[config.mk]
export PLATFORM = sky130hd
export DESIGN_NAME = lac_device_flat
export DESIGN_NICKNAME = d
export VERILOG_FILES = /design/src/lac_pkg.sv /design/src/lac_if.sv /design/src/lac_device.sv /design/src/flat_wrapper.sv
export SDC_FILE = /design/constraint.sdc
export NUM_CORES = 1
export LEC_CHECK = 0
export BUFFER_PORTS_ARGS = -buffer_cell sky130_fd_sc_hd__buf_2
export CORE_MARGIN = 5
export CORE_UTILIZATION = 26
export DETAILED_ROUTE_END_ITERATION = 10
export SETUP_SLACK_MARGIN = 0.4
export SLEW_MARGIN = 20
export SYNTH_ARGS = -nofsm -noshare
export SYNTH_HDL_FRONTEND = slang
export SYNTH_SLANG_ARGS = --single-unit
[constraint.sdc]
create_clock -name clk_i -period 3.45 [get_ports clk_i]
set_input_delay 0.1725 -clock clk_i [delete_from_list [all_inputs] [get_ports clk_i]]
set_output_delay 0.1725 -clock clk_i [all_outputs]
set_load 0.02 [all_outputs]
[src/lac_pkg.sv]
// Shared codes, timing figures and message layouts for the line activation control link.
package lac_pkg;
    localparam int CLK_HZ        = 20000000;
    localparam int CI_W          = 4;
    localparam int FEED_W        = 8;
    localparam int MSG_W         = 16;
    localparam int FRAME_BITS    = 32;
    localparam int B1_FIRST_BIT  = 0;
    localparam int CI_PERSIST    = 2;
    localparam int WARM_MS       = 300;
    localparam int COLD_MS       = 1000;
    localparam int WARM_CYCLES   = CLK_HZ / 1000 * WARM_MS;
    localparam int COLD_CYCLES   = CLK_HZ / 1000 * COLD_MS;
    localparam int LINK_DIV      = 4;

    localparam logic [CI_W-1:0] CI_DEACT_REQ  = 4'h0;
    localparam logic [CI_W-1:0] CI_SHUTDOWN   = 4'h1;
    localparam logic [CI_W-1:0] CI_FEED_OFF   = 4'h3;
    localparam logic [CI_W-1:0] CI_LINE_DIS   = 4'h3;
    localparam logic [CI_W-1:0] CI_RESET      = 4'h1;
    localparam logic [CI_W-1:0] CI_U_ONLY     = 4'h7;
    localparam logic [CI_W-1:0] CI_ACT_REQ    = 4'h8;
    localparam logic [CI_W-1:0] CI_ACT_IND    = 4'hc;
    localparam logic [CI_W-1:0] CI_ACT_NOACT  = 4'hd;
    localparam logic [CI_W-1:0] CI_DEACT_CONF = 4'hf;
    localparam logic [CI_W-1:0] CI_DEACT_IND  = 4'hf;

    localparam logic [7:0] MSG_LOCAL      = 8'h80;
    localparam logic [7:0] MSG_READ_FEED  = 8'h90;
    localparam logic [7:0] MSG_FEED_ANS   = 8'h91;
    localparam logic [7:0] MSG_U_TWO      = 8'ha0;
    localparam logic [7:0] MSG_UOA_SET    = 8'h01;

    typedef enum logic [2:0] {
        ST_TEST      = 3'b000,
        ST_DEACT     = 3'b001,
        ST_ACTIVATE  = 3'b010,
        ST_U_ONLY    = 3'b011,
        ST_ACTIVE    = 3'b100,
        ST_SHUTDOWN  = 3'b101
    } line_state_t;
endpackage

[src/lac_if.sv]
// Serial frame link between the line side device and its exchange controller.
`timescale 1ns/1ps
`default_nettype none
interface lac_if;
    logic link_clk;
    logic frame_sync;
    logic down_data;
    logic up_data;
    modport device (
        input  link_clk,
        input  frame_sync,
        input  down_data,
        output up_data
    );
    modport controller (
        output link_clk,
        output frame_sync,
        output down_data,
        input  up_data
    );
endinterface
`default_nettype wire

[src/lac_device.sv]
// Line activation control of the transceiver: code interpreter, feed pins and start-up timing.
`timescale 1ns/1ps
`default_nettype none
module lac_device
    import lac_pkg::*;
#(
    parameter int COLD_CNT = COLD_CYCLES,
    parameter int WARM_CNT = WARM_CYCLES
) (
    input  wire logic       clk_i,
    input  wire logic       resetn_i,
    lac_if.device           link,
    input  wire logic       network_mode_i,
    input  wire logic       auto_mode_i,
    input  wire logic       primary_supply_status_pin_i,
    input  wire logic       secondary_supply_status_pin_i,
    input  wire logic       line_up_i,
    input  wire logic       far_test_i,
    input  wire logic       terminal_req_i,
    input  wire logic       eoc_loop_i,
    input  wire logic       eoc_return_i,
    output logic            feed_disable_out_o,
    output logic            m42_o,
    output logic            m43_o,
    output logic            u_only_activation_flag_o,
    output logic            coeff_reuse_o,
    output logic [2:0]      state_o
);
    // Two-stage synchronisers for the supply and EOC pins and the link signals.
    localparam int NS = 7;
    logic [NS-1:0] s1_r;
    logic [NS-1:0] s2_r;
    logic [NS-1:0] raw;
    assign raw = {link.link_clk, link.frame_sync, link.down_data,
                  primary_supply_status_pin_i, secondary_supply_status_pin_i,
                  eoc_loop_i, eoc_return_i};
    genvar g;
    generate
        for (g = 0; g < NS; g++) begin : g_sync
            always_ff @(posedge clk_i) begin
                if (!resetn_i) begin
                    s1_r[g] <= 1'b0;
                    s2_r[g] <= 1'b0;
                end else begin
                    s1_r[g] <= raw[g];
                    s2_r[g] <= s1_r[g];
                end
            end
        end
    endgenerate
    logic lclk_s, fs_s, dd_s, ps1_s, ps2_s, loop_s, ret_s;
    assign {lclk_s, fs_s, dd_s, ps1_s, ps2_s, loop_s, ret_s} = s2_r;

    logic lclk_d_r, loop_d_r, ret_d_r;
    logic rise, fall, loop_ev, ret_ev;
    always_ff @(posedge clk_i) begin
        if (!resetn_i) begin
            lclk_d_r <= 1'b0;
            loop_d_r <= 1'b0;
            ret_d_r  <= 1'b0;
        end else begin
            lclk_d_r <= lclk_s;
            loop_d_r <= loop_s;
            ret_d_r  <= ret_s;
        end
    end
    assign rise    = lclk_s && !lclk_d_r;
    assign fall    = !lclk_s && lclk_d_r;
    assign loop_ev = loop_s && !loop_d_r;
    assign ret_ev  = ret_s && !ret_d_r;

    // Frame receive: bit counter restarts on frame sync.
    logic [4:0]            bit_r;
    logic [FRAME_BITS-1:0] rx_r;
    logic [FEED_W-1:0]     feed_sh_r;
    logic [FEED_W-1:0]     feed_val_r;
    logic [CI_W-1:0]       ci_last_r;
    logic [CI_W-1:0]       ci_cmd_r;
    logic                  frame_end;
    logic                  msg_v;
    logic [MSG_W-1:0]      msg;
    assign frame_end = rise && (bit_r == 5'h1f);
    assign msg_v     = frame_end && rx_r[FRAME_BITS-1-CI_W-1];
    assign msg       = rx_r[FRAME_BITS-3-CI_W:10];

    always_ff @(posedge clk_i) begin
        if (!resetn_i) begin
            bit_r <= 5'h00;
            rx_r  <= '0;
        end else if (rise) begin
            bit_r <= fs_s ? 5'h01 : bit_r + 5'h01;
            rx_r  <= {rx_r[FRAME_BITS-2:0], dd_s};
        end
    end

    // Feed current is shifted in during the B1 slot.
    always_ff @(posedge clk_i) begin
        if (!resetn_i) begin
            feed_sh_r  <= '0;
            feed_val_r <= '0;
        end else if (rise) begin
            if (bit_r < 5'(B1_FIRST_BIT + FEED_W)) begin
                feed_sh_r <= {feed_sh_r[FEED_W-2:0], ps2_s};
            end
            if (bit_r == 5'(B1_FIRST_BIT + FEED_W)) begin
                feed_val_r <= feed_sh_r;
            end
        end
    end

    always_ff @(posedge clk_i) begin
        // Reset to the idle request code, so a confirm code held through reset is still new.
        if (!resetn_i) begin
            ci_last_r <= CI_DEACT_REQ;
            ci_cmd_r  <= CI_DEACT_REQ;
        end else if (frame_end) begin
            ci_last_r <= rx_r[FRAME_BITS-2:FRAME_BITS-1-CI_W];
            if (rx_r[FRAME_BITS-2:FRAME_BITS-1-CI_W] == ci_last_r) begin
                ci_cmd_r <= ci_last_r;
            end
        end
    end
    logic cmd_new;
    logic [CI_W-1:0] ci_prev_r;
    always_ff @(posedge clk_i) begin
        if (!resetn_i) ci_prev_r <= CI_DEACT_REQ;
        else ci_prev_r <= ci_cmd_r;
    end
    assign cmd_new = ci_cmd_r != ci_prev_r;

    // Feed disable pin: reset code does not touch it.
    logic dis_r;
    always_ff @(posedge clk_i) begin
        if (!resetn_i) begin
            dis_r <= 1'b0;
        end else if (!network_mode_i && cmd_new && ci_cmd_r == CI_LINE_DIS) begin
            dis_r <= 1'b1;
        end else if (network_mode_i && auto_mode_i && loop_ev) begin
            dis_r <= 1'b1;
        end else if (network_mode_i && ret_ev) begin
            dis_r <= 1'b0;
        end
    end

    // Activation state machine.
    line_state_t st_r;
    logic        uoa_r, warm_r, tried_r, from_test_r;
    logic [31:0] tmr_r;
    logic        lt_feed_off;
    assign lt_feed_off = !network_mode_i && ps1_s;
    always_ff @(posedge clk_i) begin
        if (!resetn_i) begin
            st_r        <= ST_TEST;
            uoa_r       <= 1'b1;
            warm_r      <= 1'b0;
            tried_r     <= 1'b0;
            from_test_r <= 1'b1;
            tmr_r       <= '0;
        end else if (lt_feed_off || dis_r) begin
            st_r   <= ST_TEST;
            warm_r <= 1'b1;
        end else begin
            if (msg_v && msg[15:8] == MSG_U_TWO && msg[7:0] == MSG_UOA_SET) begin
                uoa_r <= 1'b1;
            end
            case (st_r)
                ST_TEST: begin
                    if (cmd_new && ci_cmd_r == CI_RESET) begin
                        st_r        <= ST_DEACT;
                        from_test_r <= 1'b1;
                    end else if (cmd_new && ci_cmd_r == CI_DEACT_CONF) begin
                        st_r        <= ST_DEACT;
                        from_test_r <= 1'b0;
                    end
                end
                ST_DEACT: begin
                    if (cmd_new && ci_cmd_r == CI_DEACT_CONF) from_test_r <= 1'b0;
                    if (cmd_new && (ci_cmd_r == CI_ACT_REQ || ci_cmd_r == CI_ACT_NOACT)) begin
                        st_r  <= ST_ACTIVATE;
                        uoa_r <= ci_cmd_r == CI_ACT_REQ;
                        tmr_r <= '0;
                    end else if (terminal_req_i && !from_test_r
                                 && ci_cmd_r == CI_DEACT_CONF) begin
                        st_r <= ST_ACTIVATE;
                        tmr_r <= '0;
                    end else if (network_mode_i && auto_mode_i && !tried_r) begin
                        tried_r <= 1'b1;
                        st_r    <= ST_ACTIVATE;
                        tmr_r   <= '0;
                    end
                end
                ST_ACTIVATE: begin
                    tmr_r <= tmr_r + 32'h1;
                    if (far_test_i) begin
                        st_r <= ST_DEACT;
                    end else if (line_up_i
                                 && tmr_r >= 32'(warm_r ? WARM_CNT : COLD_CNT)) begin
                        st_r   <= uoa_r ? ST_ACTIVE : ST_U_ONLY;
                        warm_r <= 1'b0;
                    end
                end
                ST_U_ONLY, ST_ACTIVE: begin
                    if (cmd_new && ci_cmd_r == CI_DEACT_REQ) begin
                        st_r <= ST_SHUTDOWN;
                    end else if (st_r == ST_U_ONLY && (uoa_r
                                 || (cmd_new && ci_cmd_r == CI_ACT_REQ)
                                 || (terminal_req_i && ci_cmd_r == CI_DEACT_CONF))) begin
                        st_r <= ST_ACTIVE;
                    end
                end
                ST_SHUTDOWN: begin
                    if (ci_cmd_r == CI_DEACT_CONF) st_r <= ST_DEACT;
                end
                default: st_r <= ST_TEST;
            endcase
        end
    end

    // Upstream frame: indication, answer valid, answer message.
    logic [CI_W-1:0]       ind;
    logic                  ans_pend_r;
    logic [FRAME_BITS-1:0] tx_r;
    logic                  up_r;
    always_comb begin
        case (st_r)
            ST_TEST:     ind = lt_feed_off ? CI_FEED_OFF : CI_DEACT_REQ;
            ST_DEACT:    ind = CI_DEACT_IND;
            ST_ACTIVATE: ind = CI_ACT_REQ;
            ST_U_ONLY:   ind = CI_U_ONLY;
            ST_ACTIVE:   ind = CI_ACT_IND;
            ST_SHUTDOWN: ind = CI_SHUTDOWN;
            default:     ind = CI_DEACT_IND;
        endcase
    end
    always_ff @(posedge clk_i) begin
        if (!resetn_i) begin
            ans_pend_r <= 1'b0;
            tx_r       <= '0;
            up_r       <= 1'b0;
        end else begin
            if (msg_v && msg[15:8] == MSG_READ_FEED) ans_pend_r <= 1'b1;
            if (fall) begin
                if (bit_r == 5'h00) begin
                    tx_r <= {ind, ans_pend_r, MSG_FEED_ANS, feed_val_r, 11'h000};
                    up_r <= ind[CI_W-1];
                    ans_pend_r <= msg_v && msg[15:8] == MSG_READ_FEED;
                end else begin
                    tx_r <= {tx_r[FRAME_BITS-2:0], 1'b0};
                    up_r <= tx_r[FRAME_BITS-2];
                end
            end
        end
    end

    // Overhead bits follow the supply pins in network mode.
    logic m42_r, m43_r;
    always_ff @(posedge clk_i) begin
        if (!resetn_i) begin
            m42_r <= 1'b0;
            m43_r <= 1'b0;
        end else begin
            m42_r <= network_mode_i & ps1_s;
            m43_r <= network_mode_i & ps2_s;
        end
    end

    assign link.up_data             = up_r;
    assign feed_disable_out_o       = dis_r;
    assign m42_o                    = m42_r;
    assign m43_o                    = m43_r;
    assign u_only_activation_flag_o = uoa_r;
    assign coeff_reuse_o            = warm_r;
    assign state_o                  = st_r;
endmodule // lac_device
`default_nettype wire

[src/flat_wrapper.sv]
// flat-port wrapper written by rule: the top's interface ports become plain ports
module lac_device_flat import lac_pkg::*;
#(
    parameter int COLD_CNT = COLD_CYCLES,
    parameter int WARM_CNT = WARM_CYCLES
)
  (clk_i, resetn_i, network_mode_i, auto_mode_i, primary_supply_status_pin_i, secondary_supply_status_pin_i, line_up_i, far_test_i, terminal_req_i, eoc_loop_i, eoc_return_i, feed_disable_out_o, m42_o, m43_o, u_only_activation_flag_o, coeff_reuse_o, state_o, link_link_clk, link_frame_sync, link_down_data, link_up_data);
  lac_if link_i ();
  input  wire logic clk_i;
  input  wire logic resetn_i;
  input  wire logic network_mode_i;
  input  wire logic auto_mode_i;
  input  wire logic primary_supply_status_pin_i;
  input  wire logic secondary_supply_status_pin_i;
  input  wire logic line_up_i;
  input  wire logic far_test_i;
  input  wire logic terminal_req_i;
  input  wire logic eoc_loop_i;
  input  wire logic eoc_return_i;
  output logic feed_disable_out_o;
  output logic m42_o;
  output logic m43_o;
  output logic u_only_activation_flag_o;
  output logic coeff_reuse_o;
  output logic [2:0] state_o;
  input wire logic [$bits(link_i.link_clk)-1:0] link_link_clk;
  input wire logic [$bits(link_i.frame_sync)-1:0] link_frame_sync;
  input wire logic [$bits(link_i.down_data)-1:0] link_down_data;
  output wire logic [$bits(link_i.up_data)-1:0] link_up_data;
  assign link_i.link_clk = link_link_clk;
  assign link_i.frame_sync = link_frame_sync;
  assign link_i.down_data = link_down_data;
  assign link_up_data = link_i.up_data;
  lac_device #(.COLD_CNT(COLD_CNT), .WARM_CNT(WARM_CNT)) u_core (.clk_i(clk_i), .resetn_i(resetn_i), .link(link_i), .network_mode_i(network_mode_i), .auto_mode_i(auto_mode_i), .primary_supply_status_pin_i(primary_supply_status_pin_i), .secondary_supply_status_pin_i(secondary_supply_status_pin_i), .line_up_i(line_up_i), .far_test_i(far_test_i), .terminal_req_i(terminal_req_i), .eoc_loop_i(eoc_loop_i), .eoc_return_i(eoc_return_i), .feed_disable_out_o(feed_disable_out_o), .m42_o(m42_o), .m43_o(m43_o), .u_only_activation_flag_o(u_only_activation_flag_o), .coeff_reuse_o(coeff_reuse_o), .state_o(state_o));
endmodule
==> results.json, run 1 <==
{
  "track_usage": 0.0963,
  "leakagePower_uw": 0.00277,
  "drc": 0,
  "rows": 58,
  "internal-power_uw": 2770,
  "clkPwrFrac": 0.493,
  "globalRouteOverflowTotal": 0,
  "worst_pin_slew_ns": 1.06,
  "status": "complete, no violations",
  "max_stage_delay_ns": 0.52,
  "path_buf_inv": 1,
  "die_w_um": 170,
  "hold_viol_final": 0,
  "crit_chain": "inv_1 -> ha_1 -> a211oi_1 -> nor2b_1 -> o41ai_1 -> o31ai_2 -> o21ai_2 -> mux2i_1",
  "drive_above_1_share": 0.0965,
  "slew_violations": 0,
  "power_switching_uw": 898,
  "synth_seq_cells": 145,
  "synth.cell_area_um2": 6670,
  "port_buffers": 22,
  "syn-num-nets": 803,
  "clkTransAtPathRegs_ns": 0.06,
  "hpwl_mm": 8.99,
  "gp_congestion": 0.790,
  "yosysWarnings": 0,
  "setup_viol": 0,
  "clock_skew_ns": 0.00757,
  "fin_tns_setup_ns": 0,
  "clock_sinks": 145,
  "fp.dieH_um": 170,
  "synth_edf_count": 0,
  "fmax_mhz": 403,
  "yosysTopAreaCellShare": 0.435,
  "worst_r2r_endpoint": "u_core.state_o[1]",
  "hold_path_class": "in2reg",
  "synth_top_area_cell": "dfxtp_1",
  "cp-endpoint": "u_core.state_o[1]",
  "crit_type": "reg2reg",
  "crit_family": "compound AO/OA/AOI/OAI gates",
  "avgSynthCellArea_um2": 8.62,
  "fill_cells": 2665,
  "numCtsBuffers": 17,
  "synthTopCellsByArea": "dfxtp_1 (43%), nand2_1 (7.3%), a21boi_0 (6.0%), xor2_1 (3.4%), nor2_1 (3.0%)",
  "cp.depth": 8,
  "maxCapViolCount": 0,
  "post_cts_buffers": 0,
  "ys_seq_area_frac": 0.435,
  "core_area_um2": 25300,
  "cp-end-kind": "flip-flop",
  "dr.pass1.iters": 5,
  "antenna_found_initial": 0,
  "critPathSlowestCell": "dfxtp_1",
  "path_max_fanout": 7,
  "routedWlPerCell_um": 12.0,
  "vias_per_cell": 4.61,
  "comb_power_share": 0.041,
  "synth_cell_types": 64,
  "final_net_count": 814,
  "grt_setup_unrepaired": "no",
  "synth_commonest_cells": "dfxtp_1 (145), nand2_1 (130), nor2_1 (54)",
  "setup_ws_ns": 0.969,
  "die_area_um2": 29000,
  "wl_mm": 13.5,
  "cts_root_buffer": "clkbuf_16",
  "first_global_vias": 4788,
  "tritoncts": "built",
  "required_ns": 3.79,
  "period_share": 0.719,
  "drt-initial-drc-count": 388,
  "diodes": 0,
  "r2r-start": "u_core.coeff_reuse_o",
  "async_flop_share": 0,
  "slew_headroom": 0.292,
  "synthCells": 774,
  "power_frac_seq": 0.466,
  "cp-startpoint": "u_core.coeff_reuse_o",
  "vias": 5202,
  "insertion_delay_ns": 0.42,
  "initial_core_util": 0.264,
  "synth-main-ff-cell": "dfxtp_1",
  "antenna_left": 0,
  "clockBufferDepth": 2,
  "hold_ws_ns": 0.0700,
  "dp_slack_ns": 0.963,
  "boundaryPins": 23,
  "p_sw_frac": 0.245,
  "htreeDepth": 4,
  "cp.arrival_ns": 2.83,
  "r2r_cells": 8,
  "power_density_nw_per_um2": 475,
  "fin_crit_ns": 2.48,
  "cts-resized-gates": 0,
  "startpoint_type": "flip-flop",
  "grt_pass1_wl_mm": 23.3,
  "area_growth_pct": 15.7,
  "grt_max_degree": 54,
  "r2r_setup_slack_ns": 0.97,
  "peakVddDrop_mv": 0.361,
  "final_core_util": 0.306,
  "synth_most_common_cell": "dfxtp_1"
}
## metal layers
| layer | share of wire | vias up | global-route usage |
|---|---|---|---|
| met5 | 0 | - | 0 |
| li1 | - | 2713 | - |
| met4 | 0.017 | 0 | 0.0378 |
| met2 | 0.45 | 60 | 0.147 |
| met1 | 0.51 | 2417 | 0.131 |
| met3 | 0.027 | 12 | 0.0237 |
## per-stage QoR
| step | total power [µW] | area [µm²] | std cells |
|---|---|---|---|
| after CTS | 3710 | 7720 | 1128 |
| after global routing | 3810 | 7720 | 1128 |
| after detailed placement | 1890 | 7070 | 1089 |
| after global placement | 1890 | 7070 | 1089 |
| after floorplan | 1850 | 6670 | 774 |
| final | 3670 | 7720 | 1128 |
## power groups by stage
| stage | clock network (µW) | logic (µW) | registers, µW |
|---|---|---|---|
| floorplan | 0 | 109 | 1740 |
| global placement | 0 | 149 | 1740 |
| detailed placement | 0 | 148 | 1740 |
| CTS | 1850 | 155 | 1710 |
| global route | 1930 | 171 | 1710 |
| finish | 1810 | 152 | 1710 |
## registers in the layout, indices dropped and copies added, names as in the netlist, 4 cells and up
| signal | count |
|---|---|
| u_core.tmr_r | 32 |
| u_core.rx_r | 31 |
| u_core.tx_r | 20 |
| u_core.feed_sh_r | 8 |
| u_core.feed_val_r | 8 |
| u_core.s1_r | 7 |
| u_core.bit_r | 5 |
| u_core.ci_cmd_r | 4 |
| u_core.ci_last_r | 4 |
| u_core.ci_prev_r | 4 |
## cells by family after synthesis
family | after synthesis | synth area share
buf+inv | 62 | 0.0403
fa+ha+maj | 15 | 0.0281
flops | 145 | 0.435
mux | 15 | 0.0225
compound gates | 130 | 0.142
xor+xnor | 38 | 0.0499
simple gates | 369 | 0.282
## area by class of cell
class	instances	area [µm²]	area share
inverter	16	60.1	0.00778
multi-input combinational	567	3520	0.456
clock buffer	18	429	0.0556
sequential	145	2900	0.376
tap	330	413	0.0535
timing repair buffer	38	248	0.0321
clock inverter	14	145	0.0188
## cell usage in the layout (no fill, tap or decap), drive strengths merged, types with 3 or more instances in the layout
master,Yosys,final
nand3b,4,4
dfxtp,145,145
and3,13,13
and4,3,3
a21boi,53,53
buf,18,31
o211ai,3,3
nor3,16,16
dlygate4sd3,0,7
ha,15,15
nor4,8,8
and2,25,25
a21oi,13,13
or3,9,9
inv,16,23
nand3,35,35
xor2,26,26
nand4,30,30
nor3b,3,3
nand2b,7,7
nand2,130,130
o21ai,24,24
nor2b,22,22
mux2i,15,15
o211a,10,10
xnor2,12,12
clkinv,0,4
o31ai,3,3
clkbuf,28,18
nor2,54,54
## how the worst min path moves through the flow
stage                                      startpoint             end  slack, ns  depth (start not counted)
after floorplan                          eoc_return_i  u_core.s1_r[0]       0.30                          1
after global placement    primary_supply_status_pin_i  u_core.s1_r[3]       0.38                          2
after detailed placement  primary_supply_status_pin_i  u_core.s1_r[3]       0.38                          2
after CTS                              network_mode_i    u_core.m43_o       0.06                          2
after global routing                   network_mode_i    u_core.m43_o       0.07                          2
final                                  network_mode_i    u_core.m43_o       0.07                          2
## worst reg2reg max path, cell delays in order (launching register included)
cell and delay, ns:
dfxtp_1 0.52, inv_1 0.17, ha_1 0.34, a211oi_1 0.24, nor2b_1 0.07, o41ai_1 0.39
o31ai_2 0.20, o21ai_2 0.27, mux2i_1 0.21
## repair_timing
item / in CTS / in global routing
setup endpoints to repair: 0 / 0
hold buffers: 7 / 0
hold endpoints to repair: 7 / 0
No activity file was read; power rests on OpenSTA's default activity.
==> inputs of run 2 (changes only) <==
- clock period: 3.45 -> 2.22 ns (I/O delays scaled with it)
==> run 2 against run 1 <==
Against the previous run:
- clock-buffer cell count decreased by 1
- die area unchanged
- critical endpoint is now u_core.state_o[2]
- first-iteration DRC count increased by 22%
- register-to-register slack got worse by 0.76 ns
- global-route usage increased by 0.87 points
- largest power group unchanged
- sequential share of layout area decreased by 4.4 points
- via count increased by 7.6%
- non-clock buffer count increased by 63
==> results.json, run 2 (synthesis gave the netlist of run 1 again) <==
{
  "clock_skew_ns": 0.00954,
  "r2r_cells": 8,
  "r2r-start": "u_core.coeff_reuse_o",
  "port_buffers": 22,
  "initial_core_util": 0.264,
  "maxCapViolCount": 0,
  "boundaryPins": 23,
  "htreeDepth": 4,
  "design_power_total_uw": 5870,
  "cp-end-kind": "flip-flop",
  "highest_layer": "met4",
  "path_max_fanout": 6,
  "tritoncts": "built",
  "regMostFlops": "u_core.tmr_r",
  "hold_path_class": "in2reg",
  "wl_mm": 16.1,
  "vias": 5598,
  "p_sw_frac": 0.264,
  "globalRouteOverflowTotal": 0,
  "drt-initial-drc-count": 473,
  "power_frac_seq": 0.450,
  "min_from": "line_up_i",
  "power_switching_uw": 1550,
  "period_share": 0.905,
  "status": "complete, no violations",
  "clockBufferDepth": 2,
  "antenna_found_initial": 0,
  "hold_viol_final": 0,
  "numCtsBuffers": 17,
  "worst_pin_slew_ns": 0.520,
  "internal-power_uw": 4320,
  "fmax_mhz": 498,
  "leakagePower_uw": 0.00325,
  "routedWlPerCell_um": 13.5,
  "slew_violations": 0,
  "cp.arrival_ns": 2.36,
  "cts_root_buffer": "clkbuf_16",
  "place_inst": 1107,
  "hold_depth": 4,
  "route.met2.wl_mm": 7.92,
  "grt_pass1_wl_mm": 25.1,
  "setup_viol": 0,
  "clkPwrFrac": 0.488,
  "worstHoldEndpoint": "u_core.coeff_reuse_o",
  "fin_crit_ns": 2.01,
  "clkTransAtPathRegs_ns": 0.06,
  "met1_length_mm": 7.19,
  "startpoint_type": "flip-flop",
  "die_w_um": 170,
  "drive_above_1_share": 0.250,
  "gp_congestion": 0.789,
  "first_global_vias": 5178,
  "slew_headroom": 0.653,
  "diodes": 0,
  "cp-startpoint": "u_core.coeff_reuse_o",
  "peakVddDrop_mv": 0.457,
  "fp.dieH_um": 170,
  "mostFrequentLayoutCells": "nand2_1 (126), dfxtp_1 (123), a21boi_0 (53), buf_4 (49), nor2_1 (41)",
  "clock_sinks": 145,
  "fill_cells": 2498,
  "reg_top3": "u_core.tmr_r x32, u_core.rx_r x31, u_core.tx_r x20",
  "fin_tns_setup_ns": 0,
  "layout_commonest_cell": "nand2_1",
  "required_ns": 2.57,
  "r2r_setup_slack_ns": 0.21,
  "antenna_left": 0,
  "crit_type": "reg2reg",
  "worst_r2r_endpoint": "u_core.state_o[2]",
  "drc": 0,
  "setup_ws_ns": 0.212,
  "vias_per_cell": 4.70,
  "hpwl_mm": 9.44,
  "final_cell_count_no_fill": 1191,
  "route.met3.wl_um": 515,
  "final_net_count": 877,
  "dp_slack_ns": 0.156,
  "power_density_nw_per_um2": 659,
  "grt_max_degree": 58,
  "area_growth_pct": 33.4,
  "die_area_um2": 29000,
  "rows": 58,
  "track_usage": 0.105,
  "comb_power_share": 0.062,
  "dr.pass1.iters": 5,
  "largest_reg_flops": 32,
  "insertion_delay_ns": 0.43,
  "grt_setup_unrepaired": "yes",
  "core_area_um2": 25300,
  "hold_ws_ns": 0.0822
}
## run 2: cell count changes in the layout (fill, tap and decap cells not counted), sizes merged
cell	delta
buf	+59
clkbuf	+2
clkinv	+2
clkinvlp	-2
inv	+2
bufinv	-1
dlygate4sd3	+1
## run 2: power by group through the flow
stage / Sequential [µW] / Combinational [µW] / Clock, µW
CTS: 2650 / 286 / 2960
global placement: 2710 / 259 / 0
detailed placement: 2710 / 259 / 0
floorplan: 2710 / 172 / 0
finish: 2640 / 364 / 2870
global route: 2640 / 394 / 3070
## run 2: timing repair
| action | in CTS | in global routing |
|---|---|---|
| pin swaps | 16 | 38 |
| endpoints found under the hold margin | 8 | 0 |
| hold buffers | 8 | 0 |
| cloned | 1 | 4 |
| buffers inserted | 16 | 23 |
| resized for setup | 33 | 76 |
| endpoints found under the setup margin | 45 | 58 |
## run 2: per-stage QoR
stage,util,cell area [µm²]
global route,0.353,8900
global placement,0.290,7330
detailed placement,0.290,7330
finish,0.353,8900
CTS,0.328,8280
floorplan,-,6740
## run 2: layout make-up
type	count	area, µm²	share of cell area
multi-input cells	567	3920	0.440
flip-flops and latches	145	2950	0.332
repair buffers	101	946	0.106
clock buffers	17	425	0.0478
well taps	330	413	0.0464
clock inverters	15	181	0.0204
inverters	16	65.1	0.00731
## run 2: worst max path at each step
stage                                   end  slack (ns)  cells past startpoint
after global routing      u_core.state_o[1]        0.11                      8
after detailed placement   u_core.tmr_r[16]        0.16                      6
final                     u_core.state_o[2]        0.21                      8
after CTS                 u_core.state_o[1]        0.20                      8
after floorplan           u_core.state_o[1]        0.37                      8
after global placement     u_core.tmr_r[16]        0.22                      6
## run 2: worst max-delay path: stages (launching register included)
cell and delay (ns):
dfxtp_4 0.42, inv_6 0.06, ha_4 0.22, a211oi_2 0.17
nor2b_1 0.07, o41ai_2 0.39, o31ai_2 0.16, o21ai_2 0.24
mux2i_1 0.21
## run 2: per-layer routing
metal,global-route usage,up-vias
li1,-,2834
met1,0.135,2588
met2,0.169,136
met3,0.0223,40
met4,0.0483,0
met5,0,-
==> inputs of run 3 (changes only) <==
- PLACE_DENSITY: unset -> 0.51
- clock period: 2.22 -> 2.5 ns (I/O delays scaled with it)
==> run 3 against run 2 <==
Against the previous run:
- power down 13%
- routed wire length down 9.5%
- non-clock buffer count down 42
- final cell count down 3.5%
- design area down 10%
- clock-buffer cell count unchanged
- die area unchanged
- highest routed layer unchanged
==> results.json, run 3 (synthesis gave the netlist of run 1 again) <==
{
  "clkTransAtPathRegs_ns": 0.07,
  "peakVddDrop_mv": 0.379,
  "antenna_found_initial": 0,
  "setup_ws_ns": 0.387,
  "diodes": 0,
  "fp.dieH_um": 170,
  "clockBufferDepth": 2,
  "routedWlPerCell_um": 12.7,
  "die_area_um2": 29000,
  "fin_crit_ns": 2.11,
  "mostFrequentLayoutCells": "dfxtp_1 (142), nand2_1 (128), a21boi_0 (53), nor2_1 (52), nand3_1 (32)",
  "largest_reg_flops": 32,
  "hold_viol_final": 0,
  "die_w_um": 170,
  "grt_max_degree": 43,
  "clock_skew_ns": 0.0157,
  "place_area_um2": 7190,
  "critPathSlowestCell": "dfxtp_4",
  "track_usage": 0.103,
  "hold_path_class": "in2reg",
  "regMostFlops": "u_core.tmr_r",
  "drive_above_1_share": 0.143,
  "globalRouteOverflowTotal": 0,
  "vias": 5313,
  "hpwl_mm": 9.59,
  "path_max_fanout": 5,
  "numCtsBuffers": 17,
  "crit_chain": "clkinvlp_4 -> buf_4 -> ha_1 -> o21ai_0 -> a211oi_1 -> o41ai_2 -> o31ai_2 -> o21ai_2 -> mux2i_1",
  "port_buffers": 22,
  "slew_violations": 0,
  "boundaryPins": 23,
  "tritoncts": "built",
  "grt_pass1_wl_mm": 24.9,
  "reg_top3": "u_core.tmr_r x32, u_core.rx_r x31, u_core.tx_r x20",
  "vias_per_cell": 4.62,
  "startpoint_type": "flip-flop",
  "htreeDepth": 4,
  "clock_sinks": 145,
  "first_global_vias": 5116,
  "worst_pin_slew_ns": 0.746,
  "slew_headroom": 0.499,
  "drc": 0,
  "final_net_count": 835,
  "period_share": 0.845,
  "wl_mm": 14.6,
  "insertion_delay_ns": 0.43,
  "core_area_um2": 25300,
  "max_stage_delay_ns": 0.38,
  "place_inst": 1102,
  "grt_setup_unrepaired": "yes",
  "postLayoutCellArea_um2": 8010,
  "fin_tns_setup_ns": 0,
  "gp_congestion": 0.768,
  "final_cell_count_no_fill": 1149,
  "initial_core_util": 0.264,
  "maxCapViolCount": 0,
  "fmax_mhz": 473,
  "area_growth_pct": 20.0,
  "fill_cells": 2676,
  "antenna_left": 0,
  "cp.arrival_ns": 2.46,
  "crit_type": "reg2reg",
  "leakagePower_uw": 0.00292,
  "r2r_setup_slack_ns": 0.39,
  "setup_viol": 0,
  "design_power_total_uw": 5130,
  "status": "complete, no violations",
  "required_ns": 2.84,
  "rows": 58,
  "dr.pass1.iters": 5,
  "power_density_nw_per_um2": 641,
  "drt-initial-drc-count": 338,
  "cts_root_buffer": "clkbuf_16",
  "layout_commonest_cell": "dfxtp_1",
  "cp-end-kind": "flip-flop",
  "dp_slack_ns": 0.286
}
run 3: cell count changes in the layout (fill, tap and decap cells not counted), moves of 4 or more:
cell     delta
xor2_1      +6
dfxtp_1    +19
buf_12      -8
xnor2_1     +4
buf_6       -5
dfxtp_4     -7
buf_4      -23
dfxtp_2    -12
nor2_4      -7
ha_1        +4
nor2_1     +11
nand3_4     -4
nor2_2      -4
xor2_2      -5
run 3: critical path: cells and delay by family (launching register included):
family | cells | cell delay (ns)
multiplexers | 1 | 0.22
flip-flops | 1 | 0.38
AO/OA/AOI/OAI | 5 | 0.84
adder cells (fa/ha/maj) | 1 | 0.29
buffers and inverters | 2 | 0.30
run 3: final cells by class:
cell class | count | area (µm²) | area share
repair buffers | 59 | 429 | 0.0536
clock buffers | 17 | 425 | 0.0531
multi-input cells | 567 | 3600 | 0.449
clock inverters | 15 | 169 | 0.0211
flip-flops and latches | 145 | 2910 | 0.363
inverters | 16 | 63.8 | 0.00797
well taps | 330 | 413 | 0.0515
run 3: where the power goes:
part | leakage, µW | internal [µW] | switching (µW)
Sequential | 0.00117 | 2330 | 15.6
Combinational | 0.00146 | 96.8 | 144
Clock | 0.000286 | 1420 | 1130
Total | 0.00292 | 3850 | 1290
run 3: metrics by stage:
stage | util | hold WS [ns]
after floorplan | - | 0.252
final | 0.317 | 0.0326
after global routing | 0.317 | 0.0149
after CTS | 0.312 | 0.0101
after global placement | 0.285 | 0.333
after detailed placement | 0.285 | 0.334
run 3: repair_timing:
item                       in CTS  in global routing
hold endpoints to repair        7                  0
gates resized for setup         4                 18
hold buffers                    7                  0
pin swaps                       2                  5
setup endpoints to repair      35                 32
setup buffers                   1                  7
run 3: final timing paths:
path / start / end / cells after the start
setup / recovery: u_core.coeff_reuse_o / u_core.state_o[1] / 9
hold reg to reg: u_core.s1_r[4] / u_core.dd_s / 1
hold / removal: network_mode_i / u_core.m43_o / 2
setup reg to reg: u_core.coeff_reuse_o / u_core.state_o[1] / 9
run 3: metal layers:
layer,GRT usage,vias to the layer above,part of all wire
met5,0,-,0
met4,0.0309,0,0.014
met3,0.0293,17,0.023
met2,0.166,51,0.46
met1,0.135,2501,0.51
li1,-,2744,-
